[src/shared/awd_pkg.sv]
// Purpose: shared constants for the auxiliary watchdog timer
// Assumes: 25 MHz aclk, AXI4-Lite register access
// Notes: register constants are word indices; the byte address is four times the index
package awd_pkg;
   // register indices as printed; byte address is four times the index
   localparam logic [7:0] AWD_IDX_UNIT = 8'hF1;
   localparam logic [7:0] AWD_IDX_VAL = 8'hF2;
   localparam logic [7:0] AWD_IDX_CFG = 8'hF3;
   localparam logic [7:0] AWD_IDX_CTRL = 8'hF4;
   // extra registers: interrupt status, enable, clear
   localparam logic [7:0] AWD_IDX_ISTAT = 8'hF8;
   localparam logic [7:0] AWD_IDX_IEN = 8'hF9;
   localparam logic [7:0] AWD_IDX_ICLR = 8'hFA;
   localparam int AWD_ADDR_W = 12;
   // field positions
   localparam int AWD_UNIT_SEC_BIT = 7;
   localparam int AWD_CFG_GAME_BIT = 0;
   localparam int AWD_CFG_KBD_BIT = 1;
   localparam int AWD_CFG_MOUSE_BIT = 2;
   localparam int AWD_CFG_IRQ_LSB = 4;
   localparam int AWD_CTRL_STAT_BIT = 0;
   localparam int AWD_CTRL_FORCE_BIT = 2;
   localparam int AWD_CTRL_KBCEN_BIT = 3;
   // interrupt status bits
   localparam int AWD_EV_TIMEOUT = 0;
   localparam int AWD_EV_FORCED = 1;
   localparam int AWD_EV_W = 2;
   // reset value and the invalid irq number
   localparam logic [7:0] AWD_RST_REG = 8'h00;
   localparam logic [3:0] AWD_IRQ_INVALID = 4'h2;
   // timing
   localparam longint AWD_CLK_HZ = 25000000;
   localparam longint AWD_SEC_S = 1;
   localparam longint AWD_SEC_CYC = AWD_CLK_HZ * AWD_SEC_S;
   localparam int AWD_MIN_SECS = 60;
   localparam logic [5:0] AWD_MIN_LAST = 6'(AWD_MIN_SECS - 1);
   // axi response codes
   localparam logic [1:0] AWD_RESP_OKAY = 2'h0;
   localparam logic [1:0] AWD_RESP_SLVERR = 2'h2;
endpackage

[src/hdl/awd_tick.sv]
// Purpose: one-second and one-minute tick prescaler
// Assumes: single clock domain
// Notes: restart realigns both ticks to a fresh unit boundary
`timescale 1ns/1ns
module awd_tick #(
   parameter longint SEC_CYCLES = awd_pkg::AWD_SEC_CYC
)
(
   // clock and reset
   input wire logic aclk,
   input wire logic aresetn,
   // control
   input wire logic restart,
   // ticks
   output logic sec_tick,
   output logic min_tick
);
   import awd_pkg::*;
   logic [31:0] cyc_ff;
   logic [5:0] sec_ff;
   logic [31:0] cyc_last;
   assign cyc_last = 32'(SEC_CYCLES - 1);
   ////////////////////////////////////////////////////////////////////////////
   // cycle divider to seconds
   always_ff @(posedge aclk)
   begin
      if (!aresetn || restart)
      begin
         cyc_ff <= 32'h0;
         sec_tick <= 1'b0;
      end
      else if (cyc_ff == cyc_last)
      begin
         cyc_ff <= 32'h0;
         sec_tick <= 1'b1;
      end
      else
      begin
         cyc_ff <= cyc_ff + 32'h1;
         sec_tick <= 1'b0;
      end
   end
   // seconds divider to minutes
   always_ff @(posedge aclk)
   begin
      if (!aresetn || restart)
      begin
         sec_ff <= 6'h0;
         min_tick <= 1'b0;
      end
      else if (sec_tick && sec_ff == AWD_MIN_LAST)
      begin
         sec_ff <= 6'h0;
         min_tick <= 1'b1;
      end
      else
      begin
         if (sec_tick)
         begin
            sec_ff <= sec_ff + 6'h1;
         end
         min_tick <= 1'b0;
      end
   end
endmodule

[src/hdl/awd_edge.sv]
// Purpose: rising edge to single pulse detector
// Assumes: input synchronous to aclk
// Notes: a level held high gives only one pulse
`timescale 1ns/1ns
module awd_edge (
   // clock and reset
   input wire logic aclk,
   input wire logic aresetn,
   // level in, pulse out
   input wire logic level_in,
   output logic rise_pulse
);
   logic prev_ff;
   // previous sample
   always_ff @(posedge aclk)
   begin
      if (!aresetn)
      begin
         prev_ff <= 1'b0;
      end
      else
      begin
         prev_ff <= level_in;
      end
   end
   assign rise_pulse = level_in & ~prev_ff;
endmodule

[src/hdl/awd_watchdog.sv]
// Purpose: auxiliary watchdog timer with AXI4-Lite registers
// Assumes: 25 MHz aclk; all event inputs synchronous to aclk
// Notes: control register sits on the standby reset only
//
// The implementer's own choice: register access over AXI4-Lite.
`timescale 1ns/1ns
module awd_watchdog #(
   parameter longint SEC_CYCLES = awd_pkg::AWD_SEC_CYC
)
(
   // clock and resets
   input wire logic aclk,
   input wire logic aresetn,
   input wire logic host_reset,
   input wire logic standby_por_n,
   // axi write address
   input wire logic [awd_pkg::AWD_ADDR_W-1:0] s_axi_awaddr,
   input wire logic s_axi_awvalid,
   output logic s_axi_awready,
   // axi write data
   input wire logic [31:0] s_axi_wdata,
   input wire logic [3:0] s_axi_wstrb,
   input wire logic s_axi_wvalid,
   output logic s_axi_wready,
   // axi write response
   output logic [1:0] s_axi_bresp,
   output logic s_axi_bvalid,
   input wire logic s_axi_bready,
   // axi read address
   input wire logic [awd_pkg::AWD_ADDR_W-1:0] s_axi_araddr,
   input wire logic s_axi_arvalid,
   output logic s_axi_arready,
   // axi read data
   output logic [31:0] s_axi_rdata,
   output logic [1:0] s_axi_rresp,
   output logic s_axi_rvalid,
   input wire logic s_axi_rready,
   // reload and force sources
   input wire logic game_port_access,
   input wire logic kbd_irq,
   input wire logic mouse_irq,
   input wire logic kbc_reset_output,
   // outputs
   output logic [15:0] irq_lines,
   output logic irq
);
   import awd_pkg::*;

   ////////////////////////////////////////////////////////////////////////////
   // helpers
   function automatic logic [7:0] addr_idx(input logic [AWD_ADDR_W-1:0] a);
      addr_idx = a[9:2];
   endfunction
   function automatic logic idx_ok(input logic [AWD_ADDR_W-1:0] a);
      logic [7:0] i;
      i = addr_idx(a);
      idx_ok = (a[AWD_ADDR_W-1:10] == 2'h0) && (a[1:0] == 2'h0) &&
               (i == AWD_IDX_UNIT || i == AWD_IDX_VAL || i == AWD_IDX_CFG ||
                i == AWD_IDX_CTRL || i == AWD_IDX_ISTAT || i == AWD_IDX_IEN ||
                i == AWD_IDX_ICLR);
   endfunction

   ////////////////////////////////////////////////////////////////////////////
   // registers
   logic [7:0] unit_ff; // unit select
   logic [7:0] val_ff; // timeout value
   logic [7:0] cfg_ff; // reload and irq config
   logic kbcen_ff; // kbc reset force enable
   logic stat_ff; // timeout status
   logic [AWD_EV_W-1:0] istat_ff; // sticky events
   logic [AWD_EV_W-1:0] ien_ff; // event enables
   logic [7:0] cnt_ff; // units elapsed
   logic host_rst; // host-side reset
   logic aw_ff; // write address held
   logic w_ff; // write data held
   logic [AWD_ADDR_W-1:0] awaddr_ff;
   logic [31:0] wdata_ff;
   logic [3:0] wstrb_ff;
   logic wr_go; // write performed this cycle
   logic [7:0] wr_idx;
   logic wr_ok;
   logic [7:0] wb; // low write byte
   logic wb_en;
   logic sec_tick;
   logic min_tick;
   logic unit_tick;
   logic kbc_rise;
   logic sw_force;
   logic forced;
   logic expire;
   logic timeout_ev;
   logic reload;
   logic val_wr;

   assign host_rst = !aresetn || host_reset;

   ////////////////////////////////////////////////////////////////////////////
   // axi write channel: address and data taken in either order
   assign s_axi_awready = !aw_ff && !s_axi_bvalid;
   assign s_axi_wready = !w_ff && !s_axi_bvalid;
   always_ff @(posedge aclk)
   begin
      if (!aresetn)
      begin
         aw_ff <= 1'b0;
         w_ff <= 1'b0;
         awaddr_ff <= '0;
         wdata_ff <= 32'h0;
         wstrb_ff <= 4'h0;
      end
      else if (wr_go)
      begin
         aw_ff <= 1'b0;
         w_ff <= 1'b0;
      end
      else
      begin
         if (s_axi_awvalid && s_axi_awready)
         begin
            aw_ff <= 1'b1;
            awaddr_ff <= s_axi_awaddr;
         end
         if (s_axi_wvalid && s_axi_wready)
         begin
            w_ff <= 1'b1;
            wdata_ff <= s_axi_wdata;
            wstrb_ff <= s_axi_wstrb;
         end
      end
   end
   assign wr_go = aw_ff && w_ff;
   assign wr_idx = addr_idx(awaddr_ff);
   assign wr_ok = idx_ok(awaddr_ff);
   assign wb = wdata_ff[7:0];
   assign wb_en = wr_go && wr_ok && wstrb_ff[0];
   assign val_wr = wb_en && wr_idx == AWD_IDX_VAL;
   // write response, error on unmapped address
   always_ff @(posedge aclk)
   begin
      if (!aresetn)
      begin
         s_axi_bvalid <= 1'b0;
         s_axi_bresp <= AWD_RESP_OKAY;
      end
      else if (wr_go)
      begin
         s_axi_bvalid <= 1'b1;
         s_axi_bresp <= wr_ok ? AWD_RESP_OKAY : AWD_RESP_SLVERR;
      end
      else if (s_axi_bready)
      begin
         s_axi_bvalid <= 1'b0;
      end
   end

   ////////////////////////////////////////////////////////////////////////////
   // host-reset configuration registers
   always_ff @(posedge aclk)
   begin
      if (host_rst)
      begin
         unit_ff <= AWD_RST_REG;
         val_ff <= AWD_RST_REG;
         cfg_ff <= AWD_RST_REG;
      end
      else if (wb_en)
      begin
         if (wr_idx == AWD_IDX_UNIT)
         begin
            unit_ff <= wb;
         end
         if (wr_idx == AWD_IDX_VAL)
         begin
            val_ff <= wb;
         end
         if (wr_idx == AWD_IDX_CFG)
         begin
            cfg_ff <= wb;
         end
      end
   end
   // control register, standby power-on reset only
   assign sw_force = wb_en && wr_idx == AWD_IDX_CTRL && wb[AWD_CTRL_FORCE_BIT];
   always_ff @(posedge aclk)
   begin
      if (!standby_por_n)
      begin
         kbcen_ff <= 1'b0;
         stat_ff <= 1'b0;
      end
      else
      begin
         if (wb_en && wr_idx == AWD_IDX_CTRL)
         begin
            kbcen_ff <= wb[AWD_CTRL_KBCEN_BIT];
         end
         if (timeout_ev)
         begin
            stat_ff <= 1'b1; // set wins over clear
         end
         else if (wb_en && wr_idx == AWD_IDX_CTRL)
         begin
            stat_ff <= wb[AWD_CTRL_STAT_BIT];
         end
      end
   end

   ////////////////////////////////////////////////////////////////////////////
   // ticks and force sources
   awd_tick #(
      .SEC_CYCLES(SEC_CYCLES)
   ) u_tick (
      .aclk(aclk),
      .aresetn(aresetn),
      .restart(reload),
      .sec_tick(sec_tick),
      .min_tick(min_tick)
   );
   awd_edge u_edge (
      .aclk(aclk),
      .aresetn(aresetn),
      .level_in(kbc_reset_output),
      .rise_pulse(kbc_rise)
   );
   assign unit_tick = unit_ff[AWD_UNIT_SEC_BIT] ? sec_tick : min_tick;
   assign forced = sw_force || (kbcen_ff && kbc_rise);
   assign reload = val_wr || host_rst
                   || (cfg_ff[AWD_CFG_GAME_BIT] && game_port_access)
                   || (cfg_ff[AWD_CFG_KBD_BIT] && kbd_irq)
                   || (cfg_ff[AWD_CFG_MOUSE_BIT] && mouse_irq);
   assign expire = val_ff != 8'h00 && !stat_ff && unit_tick && !reload &&
                   (cnt_ff + 8'h1) == val_ff;
   assign timeout_ev = expire || forced;

   ////////////////////////////////////////////////////////////////////////////
   // unit counter
   always_ff @(posedge aclk)
   begin
      if (reload || timeout_ev)
      begin
         cnt_ff <= 8'h00;
      end
      else if (unit_tick && val_ff != 8'h00 && !stat_ff)
      begin
         cnt_ff <= cnt_ff + 8'h1;
      end
   end

   ////////////////////////////////////////////////////////////////////////////
   // irq line mapping while status stands
   always_ff @(posedge aclk)
   begin
      if (!aresetn)
      begin
         irq_lines <= 16'h0000;
      end
      else
      begin
         irq_lines <= 16'h0000;
         if (stat_ff && cfg_ff[7:4] != 4'h0 && cfg_ff[7:4] != AWD_IRQ_INVALID)
         begin
            irq_lines[cfg_ff[7:4]] <= 1'b1;
         end
      end
   end

   ////////////////////////////////////////////////////////////////////////////
   // interrupt status, enable, clear
   always_ff @(posedge aclk)
   begin
      if (!aresetn)
      begin
         istat_ff <= '0;
         ien_ff <= '0;
      end
      else
      begin
         if (wb_en && wr_idx == AWD_IDX_IEN)
         begin
            ien_ff <= wb[AWD_EV_W-1:0];
         end
         if (wb_en && wr_idx == AWD_IDX_ICLR)
         begin
            istat_ff <= istat_ff & ~wb[AWD_EV_W-1:0];
         end
         if (expire)
         begin
            istat_ff[AWD_EV_TIMEOUT] <= 1'b1;
         end
         if (forced)
         begin
            istat_ff[AWD_EV_FORCED] <= 1'b1;
         end
      end
   end
   assign irq = |(istat_ff & ien_ff);

   ////////////////////////////////////////////////////////////////////////////
   // axi read channel
   assign s_axi_arready = !s_axi_rvalid;
   always_ff @(posedge aclk)
   begin
      if (!aresetn)
      begin
         s_axi_rvalid <= 1'b0;
         s_axi_rdata <= 32'h0;
         s_axi_rresp <= AWD_RESP_OKAY;
      end
      else if (s_axi_arvalid && s_axi_arready)
      begin
         s_axi_rvalid <= 1'b1;
         s_axi_rresp <= idx_ok(s_axi_araddr) ? AWD_RESP_OKAY : AWD_RESP_SLVERR;
         s_axi_rdata <= 32'h0;
         if (idx_ok(s_axi_araddr))
         begin
            unique case (addr_idx(s_axi_araddr))
               AWD_IDX_UNIT: s_axi_rdata[7:0] <= unit_ff;
               AWD_IDX_VAL: s_axi_rdata[7:0] <= val_ff;
               AWD_IDX_CFG: s_axi_rdata[7:0] <= cfg_ff;
               AWD_IDX_CTRL: s_axi_rdata[7:0] <= {4'h0, kbcen_ff, 2'h0, stat_ff};
               AWD_IDX_ISTAT: s_axi_rdata[AWD_EV_W-1:0] <= istat_ff;
               AWD_IDX_IEN: s_axi_rdata[AWD_EV_W-1:0] <= ien_ff;
               default: s_axi_rdata <= 32'h0;
            endcase
         end
      end
      else if (s_axi_rready)
      begin
         s_axi_rvalid <= 1'b0;
      end
   end
endmodule

[config.mk]
export PLATFORM = sky130hd
export DESIGN_NAME = awd_watchdog
export DESIGN_NICKNAME = d
export VERILOG_FILES = /design/src/shared/awd_pkg.sv /design/src/hdl/awd_tick.sv /design/src/hdl/awd_edge.sv /design/src/hdl/awd_watchdog.sv
export SDC_FILE = /design/constraint.sdc
export NUM_CORES = 1
export LEC_CHECK = 0
export ABC_AREA = 1
export BUFFER_PORTS_ARGS = -buffer_cell sky130_fd_sc_hd__buf_2
export CAP_MARGIN = 10
export CORE_ASPECT_RATIO = 1.25
export CORE_UTILIZATION = 45
export CTS_CLUSTER_DIAMETER = 30
export DETAILED_ROUTE_END_ITERATION = 6
export GPL_ROUTABILITY_DRIVEN = 1
export PLACE_DENSITY = 0.65
export SYNTH_ARGS = -nofsm -noshare
export SYNTH_HDL_FRONTEND = slang
export SYNTH_SLANG_ARGS = --single-unit
[constraint.sdc]
create_clock -name aclk -period 5.6 [get_ports aclk]
set_clock_uncertainty 0.15 [all_clocks]
set_input_delay 0.28 -clock aclk [delete_from_list [all_inputs] [get_ports aclk]]
set_output_delay 0.28 -clock aclk [all_outputs]
set_load 0.01 [all_outputs]
Word-level counts from Yosys, hierarchy flattened
Index checks and enable logic that the tools add are counted.
Operators by class
  add/subtract/negate cells: 3
  multipliers: 0
  div/mod/pow operators: 0
  magnitude comparators: 2
  equal/unequal tests: 18
  shifts and indexed selects: 0
  multiplexer cells: 19
  bitwise gates (word level): 7
  reductions and logical operators: 80
Operators with widths (number)
  8-bit equality test, second input constant: 14
  32-bit by 1-bit adder with 32-bit output, second input constant: 1
  32-bit by 25-bit equality test with 1-bit output, second input constant: 1
  1-bit logical AND: 31
  6-bit case mux with 4 select lines: 1
  1-bit logical OR: 21
  1-bit 2-to-1 mux: 12
  2-bit case mux with 6 select lines: 1
  2-bit AND reduction: 6
  2-bit nonzero test: 5
  8-bit by 1-bit adder with 8-bit output, second input constant: 1
  8-bit equality test: 1
  2-bit zero test: 4
  8-bit 2-to-1 mux: 1
  8-bit nonzero test: 1
  2-bit OR reduction: 4
  1-bit zero test: 7
  6-bit by 1-bit adder with 6-bit output, second input constant: 1
  6-bit equality test, second input constant: 1
  2-bit 2-to-1 mux: 3
  4-bit by 5-bit < comparator with 1-bit output, second input constant: 1
  2-bit bitwise AND: 2
  1-bit demux with 4-bit select: 1
  4-bit by 1-bit greater-or-equal comparator with 1-bit output, second input constant: 1
  5 further kinds: 7
Storage, ports and cells
  register bits after elaboration: 156
  latch bits: 0
  RAM bits: 0
  memory bits (read-only): 0
  bits of input ports: 73
  logic and storage cells: 154
  memories kept: 0

Depth between registers and ports, before layout
  depth after elaboration: 20
  depth in mapped cells: 14

Hierarchy
A second synthesis with hierarchy kept.
Unflattened totals
  cell total of the unflattened synthesis: 924
  area total of the unflattened synthesis: 6448.7 sq um
By module, submodules not included
  awd_watchdog: times used 1, cells each 573, area each 4068.9 sq um, seq. area each 1781.7 sq um
  awd_tick: times used 1, cells each 346, area each 2342.2 sq um, seq. area each 800.8 sq um
  awd_edge: times used 1, cells each 5, area each 37.5 sq um, seq. area each 20.0 sq um

Worst setup path before layout
OpenSTA, ideal clock, no wires.
  path type: reg2reg
  start: reg u_tick.cyc_ff[0]
  end: reg u_tick.cyc_ff[30]
  setup time: 64 ps
  arrival: 1610 ps
  required time: 5386 ps
  path slack: 3776 ps
  cell stages (with the launch flop): 13
  clock period less this slack: 1824 ps
  path through: dfxtp_1 > ha_1 > nand2_1 > inv_1 > nand4_1 > inv_2 > nand2_1 > nor3_2 > nand2_1 > nor2_1 > xor2_1 > inv_1 > nor2_1
Between the ends
  cells in the longest elaborated chain, start to end: 2
  elaborated cells on any way between the ends: 3
RTL lines
  from (decl): RTL line awd_tick.sv:19  | logic [31:0] cyc_ff;
  from (signal assigned): RTL line awd_tick.sv:39  | cyc_ff <= cyc_ff + 32'h1;
  branches (longest 2 deep; another with 32-bit by 1-bit adder with 32-bit output)
Several ways; the timed one is not identified.
A chain may end at the register's enable or synchronous reset.

Worst setup path after layout
  start: reg awaddr_ff[8]
  end: reg u_tick.cyc_ff[24]
Between the ends
  cells in the longest elaborated chain, start to end: 17
  elaborated cells on any way between the ends: 23
RTL lines
  from (decl): RTL line awd_watchdog.sv:76  | logic [AWD_ADDR_W-1:0] awaddr_ff;
  from (signal assigned): RTL line awd_watchdog.sv:121  | awaddr_ff <= s_axi_awaddr;
  8-bit equality test, on equally long branches: RTL line awd_watchdog.sv:58, awd_watchdog.sv:136
  1-bit logical OR (3 in a row): RTL line awd_watchdog.sv:58  | (i == AWD_IDX_UNIT || i == AWD_IDX_VAL || i == AWD_IDX_CFG ||
  1-bit logical OR (3 in a row): RTL line awd_watchdog.sv:59  | i == AWD_IDX_CTRL || i == AWD_IDX_ISTAT || i == AWD_IDX_IEN ||
  1-bit logical AND: RTL line awd_watchdog.sv:57  | idx_ok = (a[AWD_ADDR_W-1:10] == 2'h0) && (a[1:0] == 2'h0) &&
  1-bit logical AND (2 in a row): RTL line awd_watchdog.sv:135  | assign wb_en = wr_go && wr_ok && wstrb_ff[0];
  1-bit logical AND *: RTL line awd_watchdog.sv:136  | assign val_wr = wb_en && wr_idx == AWD_IDX_VAL;
  1-bit logical OR *: RTL line awd_watchdog.sv:227  | assign reload = val_wr || host_rst
  1-bit logical OR *: RTL line awd_watchdog.sv:228  | || (cfg_ff[AWD_CFG_GAME_BIT] && game_port_access)
  1-bit logical OR *: RTL line awd_watchdog.sv:229  | || (cfg_ff[AWD_CFG_KBD_BIT] && kbd_irq)
  1-bit logical OR *: RTL line awd_watchdog.sv:230  | || (cfg_ff[AWD_CFG_MOUSE_BIT] && mouse_irq);
  1-bit logical OR *: RTL line awd_tick.sv:27  | if (!aresetn || restart)
  2-bit OR reduction (no line) *
Mark *: on every way between the ends. The rest lies on a longest branch, timed or not.

==> results.md <==
- For the worst setup path, the data required time is 5.73 ns.
- The highest achievable clock rate is 393 MHz.
- TritonCTS built the clock tree.
- The worst IR drop on VDD is 0.000178 V.
- The count of nets left with antenna violations once routing finished came out at 0.
- The count of buffers inserted at the top-level ports is 77.
- The area of the die is 0.0138 mm^2.
- The total area inside the core boundary comes to 0.0128 mm^2.
- Summed over all nets, wire length on met2 after detailed routing comes to 6.31 mm.
- In the final routed layout, each cell accounts on average for 11.7 um.
- Of the cells placed in the final design, the portion with a size suffix greater than 1 is 0.138.
- Measured along the y axis, the die boundary spans 131 um.
- Entering global routing, the biggest net connects 33 pins.
- The share of the core filled with cells is 0.564.
- Of all nets on the critical path, the largest fanout is 32.
- The insertion delay to the later sink of the worst-skew pair is 0.42 ns.
- The cell type with the highest occurrence count on the critical path is nand2_1.
- The clock tree root driver cell is clkbuf_16.
- The average instance in the mapped netlist occupies 7.15 um^2.
- The final number of setup-violating endpoints is 0.
- The total of max-cap violations is 0.
- In this run the power density over the cells is 303 mW/mm^2.
- Subtracting the final worst setup slack from the clock period gives 2.54 ns.
- In this run the core area contains 46 standard-cell rows.
- The slowest library cell on the worst path is nand2_2.
- The via count of the first global-routing pass is 4853.
- Sorting the synthesized cells by how often they occur yields 163 x nand2_1, 151 x nor2_1, 130 x dfxtp_1.
- Ranked by total cell area, the synthesized netlist is headed by dfxtp_1 43%, nand2_1 10%, nor2_1 9.4%, inv_1 5.6%, a21oi_1 4.9%.
- The first global-routing pass estimated 22.2 mm of wire.
- The total met3 wirelength after detailed routing is 443 um.
- The starting utilization of the core area is 0.468.
- The final cycle utilization of the critical path is 0.454.
- The sum of negative setup slack is 0 ns.
- The final routed wirelength across all metal layers is 13.1 mm.
- The critical path data arrival time is 2.67 ns.
- The cts-stage hold buffer count is 20.
- The total number of yosys warnings is 0.
- For this block, the initial DRC count from the detailed router was 182.
- The share of synthesized area in the top cell type comes to 0.434.
- The count of different cell masters after synthesis is 44.
- The share of flip-flops with an asynchronous set or reset is 0.
- For this design the top-level I/O count stands at 131.
- Total power for the finished layout comes to 0.00219 W.
- The final count of pins violating max slew is 0.
- The number of clock buffers added by TritonCTS is 17.
- For this design, the sink count on the clock tree is 130.
- The clock passes through at most 2 buffers.
- The category of the worst setup path launch point is a flip-flop.
- The uppermost signal routing layer after detailed routing is met4.
- Among all flip-flop cells after synthesis, the most frequent one is dfxtp_1.
- After the last flow step, the layout net total stands at 1019.
- The flow ran to the end, and the final reports show no timing, DRC or antenna violations.
- The dominant cell type by area after synthesis is dfxtp_1.
- Setup repair after global routing left no endpoint under its margin.
- The vias after detailed routing is 5421.
- The relative slew slack is 0.582.
- In the routed layout, each cell is associated on average with a via count of 4.82.
- On the final layout, the worst hold slack is 0.0246 ns.
- The number of endpoints with negative hold slack in the final report is 0.
- The most frequent cell after synthesis is nand2_1.
- The type of destination of the critical path is a flip-flop.
- The detailed router put a total of 6.20 mm of wire on met1.
- The number of antenna violations at the first check in global routing is 0.
- After technology mapping, the gate count stands at 840.
- In this run the number of H-tree levels came out at 4.
- On the worst path, the slowest cell contributes a delay of 0.47 ns.
- Walking the worst path, the cells encountered are nand2_1 -> inv_1 -> nand2_1 -> nor2_1 -> inv_1 -> nor2_1 -> nand4_2 -> nand2_1 -> inv_2 -> nand2_2 -> nor3_1.
- The number of buffers inserted by post-CTS setup repair is 0.
- The repair_antennas step left the layout with diodes totalling 0.
- Detailed placement ended at an HPWL of 9.74 mm.
- The overflow left after global routing is 0.
- The worst setup path is of the reg -> reg kind.
- The floorplan step set the die width to 105 um.
- The summed instance area of the synthesized netlist is 0.00600 mm^2.
- Relative to the synthesized area, the layout overhead comes to 20.6%.
- The number of optimization iterations in the first detailed-route pass is 4.
- In the global route stage, overall resource usage came out at 0.199.
- The synthesized flop and latch total is 130.
- The leakage power figure is 2.95 nW.
- The congestion estimate from routability-driven global placement came to 0.815.
- The worst min-delay path class is in -> reg.
- The number of enable flip-flop cells after synthesis is 0.
- The number of DRC violations after detailed routing is 0.
- The slew at the pin with the worst max-slew slack is 0.625 ns.
- The clock transition at the registers of the reported paths is 0.06 ns.
- The filler cells instantiated in the layout total 1270.
- The number of instances resized during post-cts repair is 0.
- The share of the Yosys chip area taken by registers is 0.434.
[cell families after synthesis]
group           after synthesis  share of synthesized area
simple gates                427                      0.316
xor+xnor                     19                     0.0277
compound gates              124                      0.112
flops                       130                      0.434
buf+inv                     136                      0.103
other cells                   1                   0.000625
fa+ha+maj                     3                    0.00625
[placed cells by master, fill, tap and decap left out, types with 2 or more instances in the layout]
cell / synthesis / final
bufinv_16: 0 / 2
nand2_2: 3 / 3
dfxtp_1: 130 / 130
a21oi_1: 59 / 59
a211oi_1: 3 / 3
inv_2: 4 / 4
nor3b_1: 8 / 8
clkbuf_16: 0 / 17
o211ai_1: 3 / 3
nand3b_1: 2 / 2
nand4_2: 2 / 2
o21bai_1: 3 / 3
nand3_2: 2 / 2
xor2_1: 14 / 14
nor4_1: 6 / 6
inv_6: 0 / 4
nand2_1: 163 / 163
nor3_1: 23 / 23
conb_1: 1 / 28
clkinv_4: 0 / 2
dlygate4sd3_1: 0 / 20
nor3_2: 2 / 2
nor2_1: 151 / 151
inv_1: 89 / 89
o21ai_0: 47 / 47
nand3_1: 39 / 39
or2_2: 3 / 3
clkinv_1: 3 / 3
o221ai_1: 4 / 4
nand4_1: 14 / 14
clkinvlp_4: 0 / 3
nor2_4: 3 / 3
buf_2: 4 / 77
xnor2_1: 5 / 5
ha_1: 3 / 3
inv_8: 0 / 3
[layout make-up]
cell class | instances | area, um^2 | share of cell area
clock inverter | 15 | 174 | 0.0240
inverter | 96 | 360 | 0.0498
clock buffer | 17 | 425 | 0.0588
multi-input combinational | 601 | 2880 | 0.398
sequential | 130 | 2600 | 0.360
tap | 168 | 210 | 0.0290
timing repair buffer | 97 | 586 | 0.0809
[where the power goes]
part           leakage (nW)  internal (W)  switching [W]
sequential             1.05      0.000945      0.0000184
clock                 0.287      0.000669       0.000444
combinational          1.61     0.0000430      0.0000708
total                  2.95       0.00166       0.000533
[layer usage]
metal	up-vias	global-route usage
li1	2873	-
met1	2451	0.254
met2	85	0.322
met3	12	0.0427
met4	0	0.0861
met5	-	0
[critical path, delay by kind of cell, from the launching register on]
family	cells	cell delay [ns]
buf+inv	3	0.21
flops	1	0.33
simple gates	8	1.70
[flip-flops by register name, indices dropped and copies added, names as in the netlist, 2 cells and up]
signal         cells
irq_lines         16
wdata_ff           8
u_tick.sec_ff      6
istat_ff           2
s_axi_rdata        8
u_tick.cyc_ff     32
cfg_ff             8
cnt_ff             8
unit_ff            8
ien_ff             2
val_ff             8
awaddr_ff         12
[path summary, 6_finish.rpt]
kind,endpoint,slack (ns),cells past startpoint,from
min reg2reg,s_axi_rdata[3],0.31,2,s_axi_rdata[3]
min,wdata_ff[0],0.02,3,s_axi_wdata[0]
max,u_tick.cyc_ff[24],3.06,11,awaddr_ff[8]
max reg2reg,u_tick.cyc_ff[24],3.06,11,awaddr_ff[8]
[stage by stage]
step | cells | area, um^2 | setup slack, ns
2_1_floorplan | 867 | 6100 | 3.78
5_1_grt | 1124 | 7240 | 2.73
4_1_cts | 1124 | 7240 | 3.01
3_3_place_gp | 1072 | 6440 | 2.80
6_report | 1124 | 7240 | 3.06
3_5_place_dp | 1072 | 6440 | 2.71
(Power assumes the default switching activity.)
